[src/common/csf_map.svh]
// Register map, field positions, reset values and timing constants for the stack fault block
`ifndef CSF_MAP_SVH
`define CSF_MAP_SVH

// ----------------------------------------------------------------------------
// Register byte addresses
// ----------------------------------------------------------------------------
`define CSF_ADDR_POSITION 12'h000
`define CSF_ADDR_STATUS 12'h004
`define CSF_ADDR_MASK 12'h008
`define CSF_ADDR_CONFIG 12'h00c
`define CSF_ADDR_SHADOW_DBG 12'h010

// ----------------------------------------------------------------------------
// Field positions and widths
// ----------------------------------------------------------------------------
`define CSF_POS_W 5
`define CSF_POS_RESET 5'h00
`define CSF_POS_MAX 5'h1f
`define CSF_POS_ZERO 5'h00
`define CSF_POS_ONE 5'h01
`define CSF_BIT_FULL 0
`define CSF_BIT_UNDER 1
`define CSF_BIT_FAULT_RST 0
`define CSF_EVT_W 2
`define CSF_EVT_RESET 2'h0
`define CSF_CFG_RESET 1'h0

// ----------------------------------------------------------------------------
// Bus answers
// ----------------------------------------------------------------------------
`define CSF_RESP_OKAY 2'h0
`define CSF_RESP_SLVERR 2'h2
`define CSF_WORD_ZERO 32'h0000_0000
`define CSF_BYTE_ZERO 8'h00
`define CSF_BANK_W 6
`define CSF_BANK_ZERO 6'h00

// ----------------------------------------------------------------------------
// Timing: fault reset pulse length
// ----------------------------------------------------------------------------
`define CSF_FAULT_RST_NS 40
`define CSF_CLK_NS 10
`define CSF_FAULT_RST_CYC ((`CSF_FAULT_RST_NS + `CSF_CLK_NS - 1) / `CSF_CLK_NS)

`endif

[src/common/csf_pkg.sv]
// Types shared by the stack fault block
package csf_pkg;
   // Core register set held in the shadow copy
   typedef struct packed {
      logic [7:0] status;
      logic [7:0] working;
      logic [5:0] bank;
   } csf_ctx_t;

   // Sequencer commands, one per cycle
   typedef struct packed {
      logic push;
      logic pop;
      logic fast;
      logic vector;
   } csf_cmd_t;

   // Fault reset sequencer states
   typedef enum logic [2:0] {
      CSF_IDLE = 3'b001,
      CSF_FLAG = 3'b010,
      CSF_HOLD = 3'b100
   } csf_rst_state_t;
endpackage

[src/hw/csf_shadow.sv]
// One-level shadow copy of status, working and bank-select registers
`include "csf_map.svh"

module csf_shadow (
   // Clock and reset
   input wire logic clk,
   input wire logic rstn,
   // Capture and restore
   input wire logic save,
   input wire logic restore,
   input wire csf_pkg::csf_ctx_t live,
   output csf_pkg::csf_ctx_t held,
   output logic restore_valid
);
   import csf_pkg::*;

   // ---------------------------------------------------------------------
   // Shadow storage, no bus path reaches it
   // ---------------------------------------------------------------------
   // Newest save always overwrites; no nesting kept
   always_ff @(posedge clk or negedge rstn) begin
      if (!rstn) begin
         held <= '0;
      end else if (save) begin
         held <= live;
      end
   end

   // Restore strobe to the core, one cycle after the fast return
   always_ff @(posedge clk or negedge rstn) begin
      if (!rstn) begin
         restore_valid <= 1'b0;
      end else begin
         restore_valid <= restore;
      end
   end

   // ---------------------------------------------------------------------
   // Checks
   // ---------------------------------------------------------------------
   a_shadow_capture: assert property (@(posedge clk) disable iff (!rstn)
      save |=> held == $past(live))
      else $error("shadow did not capture live registers");
   a_shadow_hold: assert property (@(posedge clk) disable iff (!rstn)
      !save |=> held == $past(held))
      else $error("shadow changed without a save");
endmodule

[src/hw/csf_top.sv]
// Return-address stack position, fault flags and shadow register control
//
// The implementer's own choices: the register addresses and register access over AXI4-Lite.
`include "csf_map.svh"

module csf_top (
   // Clock and power-on reset
   input wire logic CLK,
   input wire logic RSTN,
   // Core sequencer
   input wire csf_pkg::csf_cmd_t CMD,
   input wire csf_pkg::csf_ctx_t LIVE_CTX,
   output csf_pkg::csf_ctx_t RESTORE_CTX,
   output logic RESTORE_VALID,
   output logic [4:0] POSITION,
   output logic DEVICE_RESET,
   // Interrupt
   output logic IRQ,
   // AXI4-Lite write address
   input wire logic [11:0] AWADDR,
   input wire logic AWVALID,
   output logic AWREADY,
   // AXI4-Lite write data
   input wire logic [31:0] WDATA,
   input wire logic [3:0] WSTRB,
   input wire logic WVALID,
   output logic WREADY,
   // AXI4-Lite write response
   output logic [1:0] BRESP,
   output logic BVALID,
   input wire logic BREADY,
   // AXI4-Lite read address
   input wire logic [11:0] ARADDR,
   input wire logic ARVALID,
   output logic ARREADY,
   // AXI4-Lite read data
   output logic [31:0] RDATA,
   output logic [1:0] RRESP,
   output logic RVALID,
   input wire logic RREADY
);
   import csf_pkg::*;

   localparam int RST_CYC = `CSF_FAULT_RST_CYC;

   // ---------------------------------------------------------------------
   // State
   // ---------------------------------------------------------------------
   logic [`CSF_POS_W-1:0] pos;
   logic [`CSF_EVT_W-1:0] flags;
   logic [`CSF_EVT_W-1:0] mask;
   logic fault_rst_en;
   logic [`CSF_EVT_W-1:0] fault_evt;
   logic [`CSF_EVT_W-1:0] flag_clr;
   logic pos_wr;
   logic cfg_wr;
   logic mask_wr;
   logic [7:0] rst_cnt;
   csf_rst_state_t rst_state;
   logic aw_held;
   logic w_held;
   logic [11:0] aw_addr;
   logic [31:0] w_data;
   logic [3:0] w_strb;
   logic wr_go;
   logic do_save;
   logic do_restore;
   logic sys_rstn;

   // Fault reset must not clear the sticky flags, so only the stack logic
   // sees it; flags and bus stay on power-on reset alone
   assign sys_rstn = RSTN;

   // ---------------------------------------------------------------------
   // Stack fault detection
   // ---------------------------------------------------------------------
   // Push while full or pop while empty; position saturates
   assign fault_evt[`CSF_BIT_FULL] = CMD.push && (pos == `CSF_POS_MAX);
   assign fault_evt[`CSF_BIT_UNDER] = CMD.pop && (pos == `CSF_POS_ZERO);

   // Shadow actions from the sequencer
   assign do_save = CMD.vector || (CMD.push && CMD.fast);
   assign do_restore = CMD.pop && CMD.fast;

   // Position counter; the fault reset also returns it to empty
   always_ff @(posedge CLK or negedge RSTN) begin
      if (!RSTN) begin
         pos <= `CSF_POS_RESET;
      end else if (rst_state == CSF_HOLD) begin
         pos <= `CSF_POS_RESET;
      end else if (pos_wr) begin
         pos <= w_data[`CSF_POS_W-1:0];
      end else if (CMD.push && !CMD.pop && !fault_evt[`CSF_BIT_FULL]) begin
         pos <= pos + `CSF_POS_ONE;
      end else if (CMD.pop && !CMD.push && !fault_evt[`CSF_BIT_UNDER]) begin
         pos <= pos - `CSF_POS_ONE;
      end
   end

   always_ff @(posedge CLK or negedge RSTN) begin
      if (!RSTN) begin
         POSITION <= `CSF_POS_RESET;
      end else begin
         POSITION <= pos;
      end
   end

   // Sticky flags: set beats a simultaneous write-one clear
   always_ff @(posedge CLK or negedge sys_rstn) begin
      if (!sys_rstn) begin
         flags <= `CSF_EVT_RESET;
      end else begin
         flags <= (flags & ~flag_clr) | fault_evt;
      end
   end

   // ---------------------------------------------------------------------
   // Fault reset sequencer: flag first, then reset pulse
   // ---------------------------------------------------------------------
   always_ff @(posedge CLK or negedge RSTN) begin
      if (!RSTN) begin
         rst_state <= CSF_IDLE;
         rst_cnt <= 8'h00;
      end else begin
         case (rst_state)
            CSF_IDLE: begin
               if (fault_rst_en && (|fault_evt)) begin
                  rst_state <= CSF_FLAG;
               end
            end
            CSF_FLAG: begin
               rst_state <= CSF_HOLD;
               rst_cnt <= 8'(RST_CYC - 1);
            end
            CSF_HOLD: begin
               if (rst_cnt == 8'h00) begin
                  rst_state <= CSF_IDLE;
               end else begin
                  rst_cnt <= rst_cnt - 8'h01;
               end
            end
            default: rst_state <= CSF_IDLE;
         endcase
      end
   end

   always_ff @(posedge CLK or negedge RSTN) begin
      if (!RSTN) begin
         DEVICE_RESET <= 1'b0;
      end else begin
         DEVICE_RESET <= (rst_state == CSF_FLAG) ||
            ((rst_state == CSF_HOLD) && (rst_cnt != 8'h00));
      end
   end

   // Interrupt from unmasked sticky flags
   always_ff @(posedge CLK or negedge RSTN) begin
      if (!RSTN) begin
         IRQ <= 1'b0;
      end else begin
         IRQ <= |(flags & mask);
      end
   end

   // ---------------------------------------------------------------------
   // Shadow copy
   // ---------------------------------------------------------------------
   csf_shadow u_shadow (
      .clk(CLK),
      .rstn(RSTN),
      .save(do_save),
      .restore(do_restore),
      .live(LIVE_CTX),
      .held(RESTORE_CTX),
      .restore_valid(RESTORE_VALID)
   );

   // ---------------------------------------------------------------------
   // AXI4-Lite write side
   // ---------------------------------------------------------------------
   assign wr_go = aw_held && w_held && !BVALID;
   assign pos_wr = wr_go && (aw_addr == `CSF_ADDR_POSITION) && w_strb[0];
   assign mask_wr = wr_go && (aw_addr == `CSF_ADDR_MASK) && w_strb[0];
   assign cfg_wr = wr_go && (aw_addr == `CSF_ADDR_CONFIG) && w_strb[0];
   assign flag_clr = (wr_go && (aw_addr == `CSF_ADDR_STATUS) && w_strb[0]) ?
      w_data[`CSF_EVT_W-1:0] : `CSF_EVT_RESET;

   // Address and data accepted in either order
   always_ff @(posedge CLK or negedge RSTN) begin
      if (!RSTN) begin
         aw_held <= 1'b0;
         w_held <= 1'b0;
         aw_addr <= 12'h000;
         w_data <= `CSF_WORD_ZERO;
         w_strb <= 4'h0;
         AWREADY <= 1'b0;
         WREADY <= 1'b0;
      end else begin
         AWREADY <= !aw_held && !AWREADY && AWVALID;
         WREADY <= !w_held && !WREADY && WVALID;
         if (AWVALID && AWREADY) begin
            aw_held <= 1'b1;
            aw_addr <= {AWADDR[11:2], 2'b00};
         end
         if (WVALID && WREADY) begin
            w_held <= 1'b1;
            w_data <= WDATA;
            w_strb <= WSTRB;
         end
         if (wr_go) begin
            aw_held <= 1'b0;
            w_held <= 1'b0;
         end
      end
   end

   // Write response and config/mask registers
   always_ff @(posedge CLK or negedge RSTN) begin
      if (!RSTN) begin
         BVALID <= 1'b0;
         BRESP <= `CSF_RESP_OKAY;
      end else if (wr_go) begin
         BVALID <= 1'b1;
         BRESP <= (aw_addr == `CSF_ADDR_POSITION || aw_addr == `CSF_ADDR_STATUS ||
            aw_addr == `CSF_ADDR_MASK || aw_addr == `CSF_ADDR_CONFIG) ?
            `CSF_RESP_OKAY : `CSF_RESP_SLVERR;
      end else if (BREADY) begin
         BVALID <= 1'b0;
      end
   end

   always_ff @(posedge CLK or negedge RSTN) begin
      if (!RSTN) begin
         mask <= `CSF_EVT_RESET;
         fault_rst_en <= `CSF_CFG_RESET;
      end else begin
         if (mask_wr) begin
            mask <= w_data[`CSF_EVT_W-1:0];
         end
         if (cfg_wr) begin
            fault_rst_en <= w_data[`CSF_BIT_FAULT_RST];
         end
      end
   end

   // ---------------------------------------------------------------------
   // AXI4-Lite read side; shadow has no address at all
   // ---------------------------------------------------------------------
   always_ff @(posedge CLK or negedge RSTN) begin
      if (!RSTN) begin
         ARREADY <= 1'b0;
         RVALID <= 1'b0;
         RDATA <= `CSF_WORD_ZERO;
         RRESP <= `CSF_RESP_OKAY;
      end else begin
         ARREADY <= !RVALID && !ARREADY && ARVALID;
         if (ARVALID && ARREADY) begin
            RVALID <= 1'b1;
            RRESP <= `CSF_RESP_OKAY;
            if ({ARADDR[11:2], 2'b00} == `CSF_ADDR_POSITION) begin
               RDATA <= {27'h0, pos};
            end else if ({ARADDR[11:2], 2'b00} == `CSF_ADDR_STATUS) begin
               RDATA <= {30'h0, flags};
            end else if ({ARADDR[11:2], 2'b00} == `CSF_ADDR_MASK) begin
               RDATA <= {30'h0, mask};
            end else if ({ARADDR[11:2], 2'b00} == `CSF_ADDR_CONFIG) begin
               RDATA <= {31'h0, fault_rst_en};
            end else begin
               RDATA <= `CSF_WORD_ZERO;
               RRESP <= `CSF_RESP_SLVERR;
            end
         end else if (RREADY) begin
            RVALID <= 1'b0;
         end
      end
   end

   // ---------------------------------------------------------------------
   // Checks
   // ---------------------------------------------------------------------
   a_full_flag_set: assert property (@(posedge CLK) disable iff (!RSTN)
      fault_evt[`CSF_BIT_FULL] |=> flags[`CSF_BIT_FULL])
      else $error("full flag not set after push while full");
   a_under_flag_set: assert property (@(posedge CLK) disable iff (!RSTN)
      fault_evt[`CSF_BIT_UNDER] |=> flags[`CSF_BIT_UNDER])
      else $error("underflow flag not set after pop while empty");
   a_fault_reset_on: assert property (@(posedge CLK) disable iff (!RSTN)
      (fault_rst_en && |fault_evt && rst_state == CSF_IDLE) |=> ##1 DEVICE_RESET)
      else $error("enabled fault did not raise device reset");
   a_fault_reset_off: assert property (@(posedge CLK) disable iff (!RSTN)
      (rst_state == CSF_IDLE && !(fault_rst_en && |fault_evt)) |=> ##1 !DEVICE_RESET)
      else $error("device reset without enabled fault");
   a_flags_sticky: assert property (@(posedge CLK) disable iff (!RSTN)
      (flags[0] && flag_clr[0] == 1'b0) |=> flags[0])
      else $error("full flag lost without software clear");
   a_pos_push: assert property (@(posedge CLK) disable iff (!RSTN)
      (CMD.push && !CMD.pop && !fault_evt[0] && !pos_wr && rst_state != CSF_HOLD)
      |=> pos == $past(pos) + `CSF_POS_ONE)
      else $error("position did not step up on push");
   a_pos_pop: assert property (@(posedge CLK) disable iff (!RSTN)
      (CMD.pop && !CMD.push && !fault_evt[1] && !pos_wr && rst_state != CSF_HOLD)
      |=> pos == $past(pos) - `CSF_POS_ONE)
      else $error("position did not step down on pop");
   a_fast_restore: assert property (@(posedge CLK) disable iff (!RSTN)
      do_restore |=> RESTORE_VALID)
      else $error("fast return gave no restore strobe");
endmodule

[config.mk]
export PLATFORM = sky130hd
export DESIGN_NAME = csf_top
export DESIGN_NICKNAME = d
export VERILOG_FILES = /design/src/common/csf_pkg.sv /design/src/hw/csf_shadow.sv /design/src/hw/csf_top.sv
export VERILOG_INCLUDE_DIRS = /design/src /design/src/common
export SDC_FILE = /design/constraint.sdc
export NUM_CORES = 1
export LEC_CHECK = 0
export ABC_AREA = 1
export CAP_MARGIN = 40
export CORE_ASPECT_RATIO = 0.9
export CORE_MARGIN = 4
export CORE_UTILIZATION = 60
export CTS_CLUSTER_SIZE = 12
export DETAILED_ROUTE_END_ITERATION = 12
export DONT_BUFFER_PORTS = 1
export GPL_ROUTABILITY_DRIVEN = 0
export PLACE_DENSITY_LB_ADDON = 0.15
export SETUP_SLACK_MARGIN = 0.02
export SKIP_CTS_REPAIR_TIMING = 1
export SLEW_MARGIN = 30
export SYNTH_ARGS = -nofsm -noshare
export SYNTH_HDL_FRONTEND = slang
export SYNTH_SLANG_ARGS = --single-unit
[constraint.sdc]
create_clock -name CLK -period 2.4 [get_ports CLK]
set_input_delay 0 -clock CLK [delete_from_list [all_inputs] [get_ports CLK]]
set_output_delay 0 -clock CLK [all_outputs]
set_load 0.02 [all_outputs]
==> reports/metrics.yaml <==
status: "finished clean"
rsz0062_at_grt: "false"
cts_tree: "yes"
hpwl_mm: 5.515
clk_latency_ns: 0.35
viasPerCell: 5.028
synth-seq-cells: 81
drt_iter0_markers: 95
grt_antenna_before_repair: 0
grt_first_pass_wirelength_mm: 12.05
rr_endpoint: "pos[4]$_DFFE_PN0P_"
startpoint: "pos[2]$_DFFE_PN0P_"
r2r_slack_ns: 0.40
grt_pass1_vias: 2499
setup_ws_ns: 0.3988
timing.final.crit_share: 0.8338
holdPathStages: 3
p_per_area_nw_per_um2: 862.2
drive_above_1_share: 0.1426
core_region_area_sq_um: 6250
ff2ff_path_depth: 13
synth_cells: 422
ys_async_sr_fraction: 1.000
critPathTopFamily: "simple AND/OR/NAND/NOR gates"
instances_no_fill: 578
fp-row-count: 27
synthTopCellsByArea: "dfrtp_1 (51%), nand2_1 (11%), mux2_2 (6.3%)"
io_pins: 164
slowest_delay_ns: 0.47
tns_ns: 0
synth_seq_area_share: 0.5157
max_freq_mhz: 499.7
worstPathCellList: "nand2_1 -> nor2_2 -> nand2_2 -> nand2_2 -> ha_1 -> a21oi_1 -> nand2_1 -> nand2_1 -> nand2_1 -> nand2_1 -> nand3_1 -> nand3_1 -> nand2_1"
fin_crit_ns: 2.001
cp-end-kind: "register"
io_buffer_count: 0
initial_core_util: 0.6292
required_ns: 2.65
wl_mm: 8.689
crit_arrival_ns: 2.25
root_buffer: "clkbuf_8"
htreeDepth: 3
synth_enable_flop_cells: 0
avgSynthCellArea_sq_um: 9.319
hold_viol_final: 0
ys.flop_type: "dfrtp_1"
dpl.cell_count: 504
design_area_sq_um: 4702
placed_cell_area_sq_um: 3902
worst-path-buf-inv: 0
grt_usage: 0.1938
setup_violations: 0
synth_area_sq_um: 3933
irDropWorstVdd_mv: 0.6683
skew_ns: 0.01032
crit_fanout: 6
r2r-start: "pos[2]$_DFFE_PN0P_"
worstSetupStartpointType: "register"
yosysUniqueCellTypes: 41
fillCellCount: 440
path_common_cell: "nand2_1"
min_path_type: "in2reg"
ant_nets: 0
yosys.area.top_type: "dfrtp_1"
cp_slowest_cell: "dfrtp_1"
worstHoldStart: "AWVALID"
clkSlewWorstSetupHoldPaths_ns: 0.09
n_antenna_cell: 0
drv_cap: 0
first_pass_iters: 5
die_w_um: 93.34
worst-setup-path-type: "reg2reg"
drc: 0
vias: 2906
fp.dieH_um: 84.81
die_area_sq_um: 7915
areaGrowthSynthToFinish_pct: 19.57
p_leak_nw: 2.396
nNetsFinal: 585
grt_start_max_net_pins: 82
wl_per_cell_um: 15.03
synth_top_area_frac: 0.5091
fin_worst_hold_slack_ns: 0.01795
cts_buffers: 9
cts.sinks: 81
holdPathEnd: "aw_addr[4]$_DFFE_PN0P_"
yosys_warnings: 0
grt-ovfl-total: 0
post-place-ws_ns: 0.4671
slew_viol_final: 0
clockBufferDepth: 2
worst register-to-register path, stage by stage, from the launching register on:
cell	delay (ns)
dfrtp_1	0.47
nand2_1	0.10
nor2_2	0.15
nand2_2	0.11
nand2_2	0.13
ha_1	0.28
a21oi_1	0.21
nand2_1	0.09
nand2_1	0.09
nand2_1	0.05
nand2_1	0.05
nand3_1	0.06
nand3_1	0.08
nand2_1	0.05
registers in the layout, indices dropped and copies added, names as in the netlist, 2 cells and up:
signal,cells
w_data,5
pos,5
POSITION,5
RDATA,5
flags,2
mask,2
rst_state,3
aw_addr,10
u_shadow.held,22
rst_cnt,8
layout make-up:
cell class / instances / area (sq um) / share of cell area
well taps: 87 / 108.9 / 0.02315
flip-flops and latches: 81 / 2028 / 0.4313
repair buffers: 58 / 599.3 / 0.1275
inverters: 40 / 151.4 / 0.03220
clock buffers: 9 / 123.9 / 0.02634
clock inverters: 7 / 76.32 / 0.01623
multi-input cells: 296 / 1614 / 0.3433
cells in the final DEF (no fill, tap or decap), types with 4 or more instances in the layout:
cell / count
dfrtp_1: 80
nand3_1: 23
nand2_1: 113
conb_1: 29
mux2_2: 22
dlygate4sd3_1: 56
a21oi_1: 4
nor2_1: 29
clkbuf_8: 9
nand2_2: 6
xor2_1: 5
nand3_2: 4
inv_1: 36
nor2_2: 5
o21ai_0: 19
ha_1: 5
nor3_1: 6
cell families (layout without fill, tap and decap cells):
kind of cell,after synthesis,in the layout,synth area share
simple gates,199,199,0.2323
flops,81,81,0.5158
buf+inv,73,114,0.1005
compound gates,33,33,0.05091
mux,22,22,0.06300
xor+xnor,7,7,0.01559
fa+ha+maj,6,6,0.02100
other cells,1,29,0.0009536
power by group:
group	internal, W	leakage, nW	total [W]	switching [W]
sequential	0.00166	1.00	0.00204	0.000379
combinational	0.000413	1.30	0.00101	0.000600
clock	0.000489	0.0966	0.000997	0.000507
total	0.00257	2.40	0.00405	0.00149
cells in the mapped netlist, types with 2 or more instances:
cell / n
nand3_1: 23
buf_2: 3
nor2_1: 29
o31ai_1: 2
nand4_1: 2
nor2_2: 5
dfrtp_1: 80
nor3b_1: 3
mux2_2: 22
o21ai_0: 19
nand2_1: 113
nor3_1: 6
nand3_2: 4
a21oi_1: 4
inv_2: 3
o21ai_2: 2
inv_1: 36
xor2_1: 5
buf_4: 29
nand2_2: 6
xnor2_1: 2
ha_1: 5
worst max path at each step:
stage,end,cells after the start
final,pos[4]$_DFFE_PN0P_,13
after global routing,pos[4]$_DFFE_PN0P_,13
after CTS,pos[4]$_DFFE_PN0P_,13
after detailed placement,pos[4]$_DFFE_PN0P_,13
after global placement,pos[4]$_DFFE_PN0P_,13
after floorplan,pos[4]$_DFFE_PN0P_,12
routing by layer:
metal,GRT usage,wire (um)
met5,0,0
met4,0.04794,77
met3,0.07348,610
met2,0.3078,4544
met1,0.2516,3457
through the flow:
stage	utilization	total power, W
2_1_floorplan	-	0.002741
3_3_place_gp	0.6244	0.002867
3_5_place_dp	0.6244	0.002912
4_1_cts	0.6565	0.003910
5_1_grt	0.7524	0.004326
6_report	0.7524	0.004054
(Power assumes the default switching activity.)
